[src/core/asr_pkg.sv]
// Package: register map, field positions and sampling constants of the receiver
package asr_pkg;
  // Register offsets (word index)
  localparam logic [1:0] STATUS_OFS = 2'h0;
  localparam logic [1:0] DATA_OFS   = 2'h1;
  localparam logic [1:0] CTRL_OFS   = 2'h2;
  localparam logic [1:0] BAUD_OFS   = 2'h3;
  // Status register bit positions
  localparam int PE_BIT  = 2;
  localparam int DOR_BIT = 3;
  localparam int FE_BIT  = 4;
  localparam int RXC_BIT = 7;
  // Control register bit positions
  localparam int RXEN_BIT  = 0;
  localparam int U2X_BIT   = 1;
  localparam int PTYPE_BIT = 2;
  localparam int PEN_BIT   = 3;
  localparam int SBS_BIT   = 4;
  localparam int CSZ_POS   = 5;
  // Reset values
  localparam logic [7:0]  CTRL_RST = 8'h00;
  localparam logic [15:0] BAUD_RST = 16'h0000;
  // Sampling: last sample index per bit, first vote sample; data bit base and buffer depth
  localparam logic [3:0] SPB_NORM   = 4'hF;
  localparam logic [3:0] SPB_DOUBLE = 4'h7;
  localparam logic [3:0] VOTE_NORM  = 4'h8;
  localparam logic [3:0] VOTE_DBL   = 4'h4;
  localparam logic [3:0] DATA_BITS_BASE = 4'h5;
  localparam logic [1:0] FIFO_FULL  = 2'h2;
endpackage

[src/core/asr_rx.sv]
// Asynchronous receiver: sampling, voting, frame checks and two-entry buffer
`timescale 1ns/1ns

// What this block does
// - Each buffered character carries its own frame, overrun and parity flags.
// - Software writes to status error bits change nothing.
// - Error flags raise no interrupt.
// - Frame error is zero for high first stop bit, one for low.
// - Only the first stop bit is checked; stop count setting ignored.
// - Overrun when buffer full, shift register full and new start seen.
// - Overrun cleared when a frame moves into the buffer.
// - Parity error reads zero while parity checking is off.
// - Parity error only if mismatch and checking enabled at reception.
// - Parity error stays valid until the data register is read.
// - Upper parity bit enables checker; lower picks odd or even.
// - Clearing receive enable stops reception and drops partial frame.
// - Disabling empties the buffer and releases the receive pin.
// - Sample at 16x baud normally, 8x in double speed.
// - Double speed when speed-doubling bit is one.
// - Start detection on high-to-low edge; first low sample is one.
// - Vote samples 8,9,10 or 4,5,6; majority high rejects start.
// - Sixteen or eight sample states per bit.
// - Each bit decided by majority of the three centre samples.
// - Voting starts at sample 8 normally, sample 4 double speed.
// - Low stop sets frame error; normal mode accepts next start right after last vote, double speed only after a further high sample.
module asr_rx (
  // Clock and reset
  input  wire logic        clk,
  input  wire logic        rst_n,
  // Register port
  input  wire logic [1:0]  addr,
  input  wire logic [7:0]  wdata,
  input  wire logic        wr_en,
  input  wire logic        rd_en,
  output logic      [7:0]  rdata,
  // Serial line
  input  wire logic        serial_receive_pin,
  output logic             rx_pin_owned
);

  typedef enum logic [1:0] {ASR_IDLE, ASR_START, ASR_BITS} asr_state_t;

  asr_state_t  state_reg;
  logic [7:0]  ctrl_reg;
  logic [15:0] baud_reg;
  logic [15:0] div_reg;
  logic        tick;
  logic [1:0]  sync_reg;
  logic        line_prev_reg;
  logic [3:0]  samp_reg;
  logic [3:0]  bit_idx_reg;
  logic [2:0]  votes_reg;
  logic [8:0]  shift_reg;
  logic        shift_full_reg;
  logic        shift_fe_reg;
  logic        shift_pe_reg;
  logic [7:0]  shift_data_reg;
  logic        ovr_pend_reg;
  logic [10:0] fifo_mem [2];
  logic        rd_ptr_reg;
  logic        wr_ptr_reg;
  logic [1:0]  count_reg;
  logic        rxen;
  logic        dbl;
  logic [3:0]  spb;
  logic [3:0]  vfirst;
  logic [3:0]  nbits;
  logic        line;
  logic        vote;
  logic        last_vote;
  logic        stop_vote;
  logic        push;
  logic        pop;
  logic [10:0] head;

  function automatic logic majority(input logic [2:0] s);
    return (s[0] & s[1]) | (s[0] & s[2]) | (s[1] & s[2]);
  endfunction

  assign rxen   = ctrl_reg[asr_pkg::RXEN_BIT];
  assign dbl    = ctrl_reg[asr_pkg::U2X_BIT];
  assign spb    = dbl ? asr_pkg::SPB_DOUBLE : asr_pkg::SPB_NORM;
  assign vfirst = dbl ? asr_pkg::VOTE_DBL : asr_pkg::VOTE_NORM;
  // Data bits 5..8 plus optional parity; stop bit count never counted
  assign nbits  = asr_pkg::DATA_BITS_BASE
                + {2'h0, ctrl_reg[asr_pkg::CSZ_POS +: 2]}
                + {3'h0, ctrl_reg[asr_pkg::PEN_BIT]};
  assign line   = sync_reg[1];
  assign vote   = majority({line, votes_reg[1:0]});
  assign last_vote = tick && state_reg != ASR_IDLE
                   && samp_reg == vfirst + 4'h2;
  assign stop_vote = last_vote && state_reg == ASR_BITS
                   && bit_idx_reg == nbits;
  assign head   = fifo_mem[rd_ptr_reg];
  assign pop    = rd_en && addr == asr_pkg::DATA_OFS && count_reg != 2'h0;
  assign push   = shift_full_reg && count_reg != asr_pkg::FIFO_FULL;

  // Control and baud registers; writes to status are ignored
  always_ff @(posedge clk or negedge rst_n) begin
    if (!rst_n) begin
      ctrl_reg <= asr_pkg::CTRL_RST;
      baud_reg <= asr_pkg::BAUD_RST;
    end else if (wr_en) begin
      // Status writes fall through: error bits are buffer state
      if (addr == asr_pkg::CTRL_OFS) ctrl_reg <= wdata;
      if (addr == asr_pkg::BAUD_OFS) baud_reg <= {8'h00, wdata};
    end
  end

  // Oversample enable divider
  always_ff @(posedge clk or negedge rst_n) begin
    if (!rst_n) begin
      div_reg <= 16'h0000;
      tick    <= 1'b0;
    end else if (!rxen || div_reg >= baud_reg) begin
      div_reg <= 16'h0000;
      tick    <= rxen;
    end else begin
      div_reg <= div_reg + 16'h0001;
      tick    <= 1'b0;
    end
  end

  // Pin synchroniser
  always_ff @(posedge clk or negedge rst_n) begin
    if (!rst_n) sync_reg <= 2'b11;
    else        sync_reg <= {sync_reg[0], serial_receive_pin};
  end

  // Pin ownership follows the enable
  always_ff @(posedge clk or negedge rst_n) begin
    if (!rst_n) rx_pin_owned <= 1'b0;
    else        rx_pin_owned <= rxen;
  end

  // Clock and data recovery
  always_ff @(posedge clk or negedge rst_n) begin
    if (!rst_n) begin
      state_reg     <= ASR_IDLE;
      line_prev_reg <= 1'b1;
      samp_reg      <= 4'h0;
      bit_idx_reg   <= 4'h0;
      votes_reg     <= 3'h0;
      shift_reg     <= 9'h000;
    end else if (!rxen) begin
      state_reg     <= ASR_IDLE;
      line_prev_reg <= 1'b1;
      samp_reg      <= 4'h0;
      bit_idx_reg   <= 4'h0;
    end else if (tick) begin
      line_prev_reg <= line;
      unique case (state_reg)
        ASR_IDLE: begin
          if (line_prev_reg && !line) begin
            state_reg <= ASR_START;
            samp_reg  <= 4'h2;
          end
        end
        ASR_START: begin
          samp_reg <= samp_reg + 4'h1;
          if (samp_reg >= vfirst && samp_reg < vfirst + 4'h2)
            votes_reg <= {votes_reg[1:0], line};
          if (samp_reg == vfirst + 4'h2) begin
            if (vote) begin
              state_reg <= ASR_IDLE;
            end else begin
              state_reg   <= ASR_BITS;
              bit_idx_reg <= 4'h0;
            end
          end
          if (samp_reg == spb) samp_reg <= 4'h0;
        end
        ASR_BITS: begin
          samp_reg <= (samp_reg == spb) ? 4'h0 : samp_reg + 4'h1;
          if (samp_reg >= vfirst && samp_reg < vfirst + 4'h2)
            votes_reg <= {votes_reg[1:0], line};
          if (samp_reg == vfirst + 4'h2) begin
            shift_reg   <= {vote, shift_reg[8:1]};
            bit_idx_reg <= bit_idx_reg + 4'h1;
            if (bit_idx_reg == nbits) begin
              // Normal mode may restart right away; double speed waits
              state_reg <= ASR_IDLE;
              line_prev_reg <= dbl ? 1'b0 : line;
            end
          end
        end
        default: state_reg <= ASR_IDLE;
      endcase
    end
  end

  // Shift register hold and overrun detection
  always_ff @(posedge clk or negedge rst_n) begin
    if (!rst_n) begin
      shift_full_reg <= 1'b0;
      shift_fe_reg   <= 1'b0;
      shift_pe_reg   <= 1'b0;
      shift_data_reg <= 8'h00;
      ovr_pend_reg   <= 1'b0;
    end else if (!rxen) begin
      shift_full_reg <= 1'b0;
      ovr_pend_reg   <= 1'b0;
    end else begin
      if (push) shift_full_reg <= 1'b0;
      // A waiting character is kept; the newer frame is the one lost
      if (stop_vote && (!shift_full_reg || push)) begin
        shift_full_reg <= 1'b1;
        shift_fe_reg   <= ~vote;
        // Stop bit not shifted yet: data sit just below bit nine
        shift_data_reg <= 8'(shift_reg >> (4'h9 - nbits))
                        & (8'hFF >> (2'h3 - ctrl_reg[asr_pkg::CSZ_POS +: 2]));
        // Parity over data bits and received parity bit; even when type bit low
        shift_pe_reg   <= ctrl_reg[asr_pkg::PEN_BIT]
                        & (^{ctrl_reg[asr_pkg::PTYPE_BIT],
                             shift_reg >> (4'h9 - nbits)});
      end
      // New start while both buffer and shift register are full
      if (tick && state_reg == ASR_IDLE && line_prev_reg && !line
          && shift_full_reg && !push)
        ovr_pend_reg <= 1'b1;
      else if (push)
        ovr_pend_reg <= 1'b0;
    end
  end

  // Two-entry buffer: data, parity, overrun and frame flags per character
  always_ff @(posedge clk) begin
    if (push) begin
      fifo_mem[wr_ptr_reg] <= {shift_fe_reg, ovr_pend_reg,
                               shift_pe_reg, shift_data_reg};
    end
  end

  always_ff @(posedge clk or negedge rst_n) begin
    if (!rst_n) begin
      rd_ptr_reg <= 1'b0;
      wr_ptr_reg <= 1'b0;
      count_reg  <= 2'h0;
    end else if (!rxen) begin
      rd_ptr_reg <= 1'b0;
      wr_ptr_reg <= 1'b0;
      count_reg  <= 2'h0;
    end else begin
      if (push) wr_ptr_reg <= ~wr_ptr_reg;
      if (pop)  rd_ptr_reg <= ~rd_ptr_reg;
      count_reg <= count_reg + {1'b0, push} - {1'b0, pop};
    end
  end

  // Read data one cycle later; flags come from the buffer head, parity also gated by the enable bit
  always_ff @(posedge clk or negedge rst_n) begin
    if (!rst_n) begin
      rdata <= 8'h00;
    end else if (rd_en) begin
      unique case (addr)
        asr_pkg::STATUS_OFS: begin
          rdata <= 8'h00;
          if (count_reg != 2'h0) begin
            rdata[asr_pkg::RXC_BIT] <= 1'b1;
            rdata[asr_pkg::FE_BIT]  <= head[10];
            rdata[asr_pkg::DOR_BIT] <= head[9];
            rdata[asr_pkg::PE_BIT]  <= head[8]
                                     & ctrl_reg[asr_pkg::PEN_BIT];
          end
        end
        asr_pkg::DATA_OFS: rdata <= count_reg != 2'h0 ? head[7:0] : 8'h00;
        asr_pkg::CTRL_OFS: rdata <= ctrl_reg;
        asr_pkg::BAUD_OFS: rdata <= baud_reg[7:0];
      endcase
    end
  end
endmodule // asr_rx

[config.mk]
export PLATFORM = sky130hd
export DESIGN_NAME = asr_rx
export DESIGN_NICKNAME = d
export VERILOG_FILES = /design/src/core/asr_pkg.sv /design/src/core/asr_rx.sv
export SDC_FILE = /design/constraint.sdc
export NUM_CORES = 1
export LEC_CHECK = 0
export BUFFER_PORTS_ARGS = -buffer_cell sky130_fd_sc_hd__buf_2
export CAP_MARGIN = 20
export CELL_PAD_IN_SITES_DETAIL_PLACEMENT = 1
export CELL_PAD_IN_SITES_GLOBAL_PLACEMENT = 1
export CORE_MARGIN = 8
export CORE_UTILIZATION = 53
export DETAILED_ROUTE_END_ITERATION = 10
export GPL_TIMING_DRIVEN = 0
export MAX_ROUTING_LAYER = met4
export PLACE_DENSITY_LB_ADDON = 0.1
export SYNTH_ARGS = -nofsm -noshare
export SYNTH_HDL_FRONTEND = slang
export SYNTH_SLANG_ARGS = --single-unit
export TNS_END_PERCENT = 50
[constraint.sdc]
create_clock -name clk -period 4.35 [get_ports clk]
set_input_delay 0.2175 -clock clk [delete_from_list [all_inputs] [get_ports clk]]
set_output_delay 0.2175 -clock clk [all_outputs]
set_load 0.005 [all_outputs]
# Word level (Yosys, flattened, before mapping)

Memory sizes are Yosys's and may differ from the RTL's.
Index checks and enable logic that the tools add are counted.

Add/sub/neg operators: 10
Multiply operators: 0
Div/mod/pow operators: 0
$lt $le $gt $ge: 3
Equality and inequality tests: 21
Shift operators: 2
Muxes and demuxes: 45
Bitwise logic cells: 11
Reduce and logical (&&, ||, !) cells: 35

Operators with widths:

| operator              | count |
|---|---|
| $mux 4                | 11 |
| $pmux 8 s4            | 1 |
| $mux 1                | 19 |
| $add 16x1->16 const B | 1 |
| $ge 16x8->1           | 1 |
| $mux 16               | 1 |
| $mux 2                | 8 |
| $pmux 4 s2            | 2 |
| $logic_and 1x1->1     | 15 |
| $eq 4x4->1            | 3 |
| $ne 3x3->1 const B    | 4 |
| $reduce_and 5->1      | 2 |
| $reduce_xor 10->1     | 1 |
| $ne 3x1->1 const B    | 3 |
| $shr 9x4->9           | 1 |
| $add 4x1->4 const B   | 2 |
| $and 8x8->8           | 1 |
| $mux 8                | 1 |
| $reduce_and 4->1      | 2 |
| $shr 8x2->8 const A   | 1 |
| $eq 2x2->1 const B    | 3 |
| $ne 2x1->1 const B    | 3 |
| $ne 3x2->1 const B    | 2 |
| $pmux 2 s3            | 1 |
| other kinds (22)      | 38 |

Bits in registers: 82
Latch bits: 0
Bits in writable memories: 22
ROM bits: 0
Input port bits: 15
Output and inout bits: 9
Logic and storage cells: 149
Memories kept: 1

Memories:

| name     | words | bits a word | rd ports | clocked after memory_dff | write ports | line         | text |
|---|---|---|---|---|---|---|---|
| fifo_mem | 2     | 11          | 1        | 0                        | 1           | asr_rx.sv:59 | `logic [10:0] fifo_mem [2];` |

# Logic depth before layout (Yosys ltp)

Gate-level depths: netlist of run 1.

Depth in word-level cells: 9
Depth in mapped cells: 13
Depth with buffers taken out: 11

# Least setup slack after synthesis of run 1

No wires, ideal clock.

Path type: reg-to-reg
From: reg ctrl_reg[3]
To: reg shift_data_reg[1]
Library setup time: 125 ps
Data arrival time: 2412 ps
Required time: 4225 ps
Slack: 1813 ps
Stages on the path, launching flop included: 11
Path buffers: 2
Path through: dfrtp_1 inv_1 ha_1 ha_1 clkbuf_1 xor2_1 nor4_2 nand4b_1 or3b_1 buf_6 mux2_4

Longest elaborated chain between the ends: 5
Elaborated cells on any way between the ends: 8
Those cells by class: add/sub (2); eq/ne (1); shift (1); bitwise (1); reduce/logical (3)

Ends and longest elaborated chain:

| what                                                | line          | text |
|---|---|---|
| from (decl)                                         | asr_rx.sv:44  | `logic [7:0] ctrl_reg;` |
| from (signal assigned)                              | asr_rx.sv:101 | `ctrl_reg <= asr_pkg::CTRL_RST;` |
| from (signal assigned)                              | asr_rx.sv:105 | `if (addr == asr_pkg::CTRL_OFS) ctrl_reg <= wdata;` |
| $add 4x1->4 (*)                                     | asr_rx.sv:87  | `+ {3'h0, ctrl_reg[asr_pkg::PEN_BIT]};` |
| branches (longest 4 deep; another with $sub 4x4->4) | --            |  |
| to (signal assigned)                                | asr_rx.sv:210 | `shift_data_reg <= 8'(shift_reg >> (4'h9 - nbits))` |
| to (decl)                                           | asr_rx.sv:57  | `logic [7:0] shift_data_reg;` |

Every way passes the cells marked *.
A chain may end at the register's enable or synchronous reset.

# Worst setup path in the final report of run 1

Same ends and word-level chain as after synthesis.

==> impl_metrics.json, run 1 <==
{
  "critical_path_required_ns": 4.62,
  "drv_cap": 0,
  "synth_commonest_cells": "sky130_fd_sc_hd__dfrtp_1 (79), sky130_fd_sc_hd__nand2_1 (37), sky130_fd_sc_hd__nor2_1 (32)",
  "via_count": 3594,
  "syn_inst": 460,
  "worst-path-stages": 10,
  "io_pins": 24,
  "timing.setup.tns_ns": 0,
  "fin_nets": 539,
  "clock_tree.buffer_depth": 2,
  "report.final.slew_viol_count": 0,
  "cts-buffers-inserted": 9,
  "yosysSeqAreaShare": 0.524,
  "grt_setup_unrepaired": "false",
  "timing.critical_path.cells": "inv_1 > ha_1 > ha_1 > clkbuf_1 > xor2_1 > nor4_2 > nand4b_1 > or3b_1 > buf_6 > mux2_4",
  "tritoncts": "yes",
  "worst_path_largest_cell_delay_ns": 0.42,
  "clk_pin_slew_worst_paths_ns": 0.11,
  "synth_top_area_frac": 0.381,
  "n_antenna_cell": 0,
  "final_hold_viol_count": 0,
  "globalplace.congestion": 0.841,
  "worstSetupEndpointType": "register",
  "port_buffers": 21,
  "flop_and_latch_count_out_of_synthesis": 104,
  "synth_edf_count": 22,
  "yosysMostFrequentCell": "sky130_fd_sc_hd__dfrtp_1",
  "fp.dieH_um": 115,
  "core_um2": 9640,
  "timing.clock.skew_ns": 0.0119,
  "drt.antenna.violating_nets": 0,
  "powerDensity_nw_per_um2": 402,
  "rows": 36,
  "synth_flop_cell": "sky130_fd_sc_hd__dfrtp_1",
  "detailedRoute.firstPassIterationCount": 5,
  "grt_use_total": 0.210,
  "place_area_um2": 5510,
  "worst_path_most_repeated_cell": "sky130_fd_sc_hd__ha_1",
  "timing.setup.critical_path_class": "reg2reg",
  "route.detailed.wl_per_inst_um": 19.2,
  "synthToLayoutAreaGrowth_pct": 10.8,
  "holdPathStages": 2,
  "cts.sink_count": 104,
  "netlist-cell-type-count": 59,
  "viasPerCell": 5.62,
  "wirelength_um": 12200,
  "ctsResizeCount": 0,
  "worstRegToRegCells": 10,
  "antenna_found_initial": 0,
  "initial_utilization": 0.538,
  "globalRouteOverflowTotal": 0,
  "htreeDepth": 3,
  "hold_class": "in2reg",
  "crit_family": "simple AND/OR/NAND/NOR gates",
  "max_slew_margin": 0.330,
  "drc": 0,
  "largest_register_ffs": 22,
  "slew_at_the_pin_with_the_worst_max_slew_slack_ns": 1.00,
  "cts.root.buffer_cell": "sky130_fd_sc_hd__clkbuf_8",
  "critPathBufInv": 3,
  "synth.area.top_cells": "sky130_fd_sc_hd__dfrtp_1 (38%), sky130_fd_sc_hd__edfxtp_1 (13%), sky130_fd_sc_hd__mux2_2 (6.7%)",
  "grt_start_max_net_pins": 47,
  "clk-insertion-delay-late_ns": 0.38,
  "ys_warn_count": 0,
  "synth_async_sr_flop_share": 0.788,
  "die-area_um2": 13200,
  "setup.worst_path.start_class": "register",
  "synth_top_cell_by_area": "sky130_fd_sc_hd__dfrtp_1",
  "final_cell_area_um2": 5750,
  "wire_length_of_the_first_global_routing_pass_um": 20700,
  "dpl.hpwl_um": 8900,
  "floorplan.die.width_um": 115,
  "setup-violations-final": 0,
  "first_global_vias": 3986,
  "peakVddDrop_mv": 0.193,
  "leakagePower_nw": 2.58,
  "final_critical_period_ns": 2.96,
  "drt_iter0_drc": 151,
  "critPathArrivalTime_ns": 3.23,
  "outcome": "completed",
  "slowest_cell_on_the_critical_path": "sky130_fd_sc_hd__dfrtp_1",
  "fillers": 1057,
  "path_max_fanout": 9,
  "achievable-frequency_mhz": 338,
  "average_cell_area_after_synthesis_um2": 11.3,
  "proportion_of_layout_cells_with_a_drive_suffix_above_1": 0.174,
  "period_share": 0.681,
  "synth_area_um2": 5190
}
[routing by layer]
layer	GRT usage	part of all wire
met1	0.254	0.45
met2	0.349	0.50
met3	0.0257	0.033
met4	0.0841	0.017
met5	-	0
[logic make-up after synthesis]
| logic type | after synthesis | share of synthesized area |
|---|---|---|
| and+or+nand+nor | 132 | 0.129 |
| DFF | 104 | 0.524 |
| AOI/OAI and AO/OA | 84 | 0.101 |
| muxes | 50 | 0.113 |
| buffers and inverters | 45 | 0.0388 |
| adders and majority gates | 24 | 0.0574 |
| xor gates and xnor gates | 20 | 0.0364 |
| other | 1 | 0.000723 |
[power breakdown]
part	switching (mW)	internal, mW
combinational	0.299	0.204
sequential	0.0647	1.07
clock	0.355	0.324
[layout make-up]
cell class	count	area, um2	share of cell area
Clock inverter	7	93.8	0.0163
Tap cell	133	166	0.0289
Inverter	26	97.6	0.0170
Buffer	19	104	0.0181
Multi-Input combinational cell	317	2290	0.399
Sequential cell	104	2720	0.472
Clock buffer	9	124	0.0215
Timing Repair Buffer	24	155	0.0270
[cells in the final DEF, fill, tap and decap left out, types with 4 or more instances in the layout]
master	instances
sky130_fd_sc_hd__nor2_1	32
sky130_fd_sc_hd__o21ai_0	23
sky130_fd_sc_hd__xnor2_1	15
sky130_fd_sc_hd__nand2b_1	5
sky130_fd_sc_hd__a21oi_1	24
sky130_fd_sc_hd__conb_1	7
sky130_fd_sc_hd__o21ai_1	7
sky130_fd_sc_hd__buf_2	22
sky130_fd_sc_hd__buf_6	4
sky130_fd_sc_hd__nor3_1	5
sky130_fd_sc_hd__clkbuf_8	9
sky130_fd_sc_hd__and3_1	13
sky130_fd_sc_hd__nand2_1	37
sky130_fd_sc_hd__clkbuf_1	12
sky130_fd_sc_hd__dfrtp_1	79
sky130_fd_sc_hd__mux2_2	31
sky130_fd_sc_hd__edfxtp_1	22
sky130_fd_sc_hd__xor2_1	4
sky130_fd_sc_hd__ha_1	23
sky130_fd_sc_hd__mux2i_1	14
sky130_fd_sc_hd__nor3b_1	4
sky130_fd_sc_hd__inv_1	24
sky130_fd_sc_hd__nand3_1	12
[worst register-to-register path, delay by kind of cell, from the launching register on]
family	cells	cell delay, ns
adders and majority gates	2	0.51
muxes	1	0.29
xor gates and xnor gates	1	0.13
DFF	1	0.42
and+or+nand+nor	3	0.95
buffers and inverters	3	0.55
[final timing paths]
check,end,slack (ns),start
setup / recovery,shift_data_reg[1],1.39,ctrl_reg[3]
hold / removal,baud_reg[2],0.07,wdata[2]
setup reg to reg,shift_data_reg[1],1.39,ctrl_reg[3]
hold reg to reg,sync_reg[1],0.36,sync_reg[0]
max in group asynchronous,line_prev_reg,3.37,rst_n
min in group asynchronous,baud_reg[4],0.33,rst_n
[repair_timing]
action,CTS,global route
buffers inserted,0,0
hold buffers,2,0
setup endpoints to repair,0,0
endpoints found under the hold margin,37,0
[metrics by stage]
stage / hold WS [ns] / setup WS (ns) / utilization / power [mW] / instances
5_1_grt: 0.0762 / 1.22 / 0.597 / 2.42 / 639
4_1_cts: 0.0667 / 1.38 / 0.597 / 2.32 / 639
6_report: 0.0725 / 1.39 / 0.597 / 2.31 / 639
2_1_floorplan: -0.0781 / 1.81 / - / 1.48 / 466
3_5_place_dp: 0.213 / 1.42 / 0.572 / 1.65 / 621
3_3_place_gp: 0.324 / 1.42 / 0.569 / 1.62 / 620
Note: power is estimated with default switching activity, not from simulation.
==> run 2: changes to the inputs <==
--- a/config.mk
+++ b/config.mk
@@ -10,7 +10,7 @@
 export CELL_PAD_IN_SITES_DETAIL_PLACEMENT = 1
 export CELL_PAD_IN_SITES_GLOBAL_PLACEMENT = 1
 export CORE_MARGIN = 8
-export CORE_UTILIZATION = 53
+export CORE_UTILIZATION = 50
 export DETAILED_ROUTE_END_ITERATION = 10
 export GPL_TIMING_DRIVEN = 0
 export MAX_ROUTING_LAYER = met4
==> constraint.sdc (replaced) <==
create_clock -name clk -period 3 [get_ports clk]
set_input_delay 0.15 -clock clk [delete_from_list [all_inputs] [get_ports clk]]
set_output_delay 0.15 -clock clk [all_outputs]
set_load 0.005 [all_outputs]
==> run 2 against run 1 <==
Effect of this change: flip-flop and latch count unchanged; die area increased by 5.2%; register-to-register slack worse by 1.2 ns; wire length decreased by 3.9%; sequential power up 44%; global-route usage is 2.8 points lower; fmax is 4.3% higher; power increased by 37%; worst setup slack worse by 1.2 ns; first-iteration DRC count is 13% higher; critical path depth shrank 1; critical path type unchanged; critical endpoint unchanged.
==> impl_metrics.json, run 2 (same netlist as run 1, synthesis figures left out) <==
{
  "setup.worst_path.start_class": "register",
  "critical_path.endpoint": "shift_data_reg[1]",
  "clk-insertion-delay-late_ns": 0.38,
  "placed_cells": 624,
  "drt_iter0_drc": 171,
  "timing.clock.skew_ns": 0.0100,
  "synthToLayoutAreaGrowth_pct": 10.2,
  "clock_tree.buffer_depth": 2,
  "globalRouteOverflowTotal": 0,
  "worstSetupStartpoint": "ctrl_reg[3]",
  "critical_path_required_ns": 3.27,
  "cts.root.buffer_cell": "sky130_fd_sc_hd__clkbuf_8",
  "fin_nets": 540,
  "achievable-frequency_mhz": 352,
  "floorplan.die.width_um": 118,
  "die-area_um2": 13900,
  "drt.antenna.violating_nets": 0,
  "period_share": 0.947,
  "final_critical_path_setup_slack_ns": 0.160,
  "htreeDepth": 3,
  "route.detailed.wl_per_inst_um": 18.3,
  "initial_utilization": 0.509,
  "drv_cap": 0,
  "rows": 37,
  "proportion_of_layout_cells_with_a_drive_suffix_above_1": 0.176,
  "final_hold_viol_count": 0,
  "grt_use_total": 0.181,
  "outcome": "completed",
  "mostFrequentLayoutCells": "sky130_fd_sc_hd__dfrtp_1 (79), sky130_fd_sc_hd__nand2_1 (37), sky130_fd_sc_hd__nor2_1 (32)",
  "via_count": 3571,
  "worstSetupEndpointType": "register",
  "fillers": 1133,
  "reg2reg_setup_slack_ns": 0.16,
  "port_buffers": 21,
  "tritoncts": "yes",
  "r2r_start": "ctrl_reg[3]",
  "worstRegToRegCells": 9,
  "final_critical_period_ns": 2.84,
  "leakagePower_nw": 2.53,
  "grt_start_max_net_pins": 44,
  "wirelength_um": 11800,
  "first_global_vias": 3862,
  "critPathArrivalTime_ns": 3.11,
  "setup-violations-final": 0,
  "finalNonFillerCells": 643,
  "largest_register_ffs": 22,
  "clk_pin_slew_worst_paths_ns": 0.10,
  "slew_at_the_pin_with_the_worst_max_slew_slack_ns": 0.993,
  "viasPerCell": 5.55,
  "hold_class": "in2reg",
  "cts.sink_count": 104,
  "globalplace.congestion": 0.854,
  "detailedRoute.firstPassIterationCount": 4,
  "powerDensity_nw_per_um2": 556,
  "drc": 0,
  "peakVddDrop_mv": 0.270,
  "max_slew_margin": 0.335,
  "r2r_end": "shift_data_reg[1]",
  "n_antenna_cell": 0,
  "core_um2": 10200,
  "wire_length_of_the_first_global_routing_pass_um": 19800,
  "io_pins": 24,
  "timing.setup.critical_path_class": "reg2reg",
  "path_max_fanout": 9,
  "dpl.hpwl_um": 8790,
  "cts-buffers-inserted": 9,
  "fp.dieH_um": 118,
  "most_frequent_standard_cell_in_the_layout_excluding_fill_and_tap_cells": "sky130_fd_sc_hd__dfrtp_1",
  "detailedPlace.worstSlack_ns": 0.00866,
  "report.final.slew_viol_count": 0,
  "antenna_found_initial": 0
}
==> run 2: cell count changes in the layout (fill, tap and decap cells not counted), sizes merged <==
cell         delta
buf             +1
bufinv          -2
dlygate4sd3     +1
inv             +1
==> run 2: report_power, final <==
part / total [mW] / internal [mW] / switching [mW] / leakage [nW]
logic: 0.728 / 0.298 / 0.430 / 1.16
clock network: 0.815 / 0.306 / 0.509 / 0.0832
registers: 1.63 / 1.54 / 0.0873 / 1.28
==> run 2: critical path: stages (launching register included) <==
cell and delay (ns):
sky130_fd_sc_hd__dfrtp_1 0.40, sky130_fd_sc_hd__inv_1 0.11, sky130_fd_sc_hd__ha_1 0.23, sky130_fd_sc_hd__ha_1 0.39, sky130_fd_sc_hd__xor2_1 0.21, sky130_fd_sc_hd__nor4_2 0.35
sky130_fd_sc_hd__nand4b_1 0.18, sky130_fd_sc_hd__or3b_1 0.41, sky130_fd_sc_hd__buf_6 0.16, sky130_fd_sc_hd__mux2_4 0.29
==> run 2: worst min path at each step <==
stage          cells past startpoint            to          startpoint  slack (ns)
5_1_grt                            2   baud_reg[7]            wdata[7]       0.003
3_3_place_gp                       1   sync_reg[0]  serial_receive_pin        0.26
2_1_floorplan                      0   baud_reg[0]               rst_n       -0.15
6_report                           2   ctrl_reg[7]            wdata[7]        0.02
4_1_cts                            2   ctrl_reg[2]            wdata[2]      0.0005
3_5_place_dp                       1  count_reg[1]               rst_n        0.16
==> run 2: through the flow <==
| step | setup TNS (ns) | util | hold WS, ns | cell area [um2] | power (mW) |
|---|---|---|---|---|---|
| detailed placement | 0 | 0.541 | 0.161 | 5510 | 2.39 |
| global route | -0.00220 | 0.561 | 0.00255 | 5720 | 3.36 |
| finish | 0 | 0.561 | 0.0205 | 5720 | 3.18 |
| global placement | 0 | 0.539 | 0.257 | 5490 | 2.35 |
| CTS | 0 | 0.559 | 0.000528 | 5700 | 3.21 |
| floorplan | 0 | - | -0.146 | 5210 | 2.15 |
==> run 2: layout make-up <==
type / count / area (um2) / area share
inverters: 26 / 97.6 / 0.0171
well taps: 136 / 170 / 0.0298
flip-flops and latches: 104 / 2720 / 0.475
clock buffers: 10 / 128 / 0.0223
plain buffers: 18 / 101 / 0.0177
repair buffers: 26 / 165 / 0.0289
clock inverters: 6 / 43.8 / 0.00766
multi-input cells: 317 / 2290 / 0.401
==> run 2: layer usage <==
metal	up-vias	share of wire	track usage
li1	1716	-	-
met1	1807	0.46	0.220
met2	40	0.50	0.302
met3	8	0.030	0.0393
met4	0	0.0093	0.0464
met5	-	0	-
==> run 2: timing repair <==
item / in CTS / in global routing
endpoints found under the hold margin: 40 / 1
endpoints found under the setup margin: 1 / 10
hold buffers: 2 / 1
setup buffers: 0 / 1
pin swaps: 0 / 1
gates resized for setup: 0 / 2
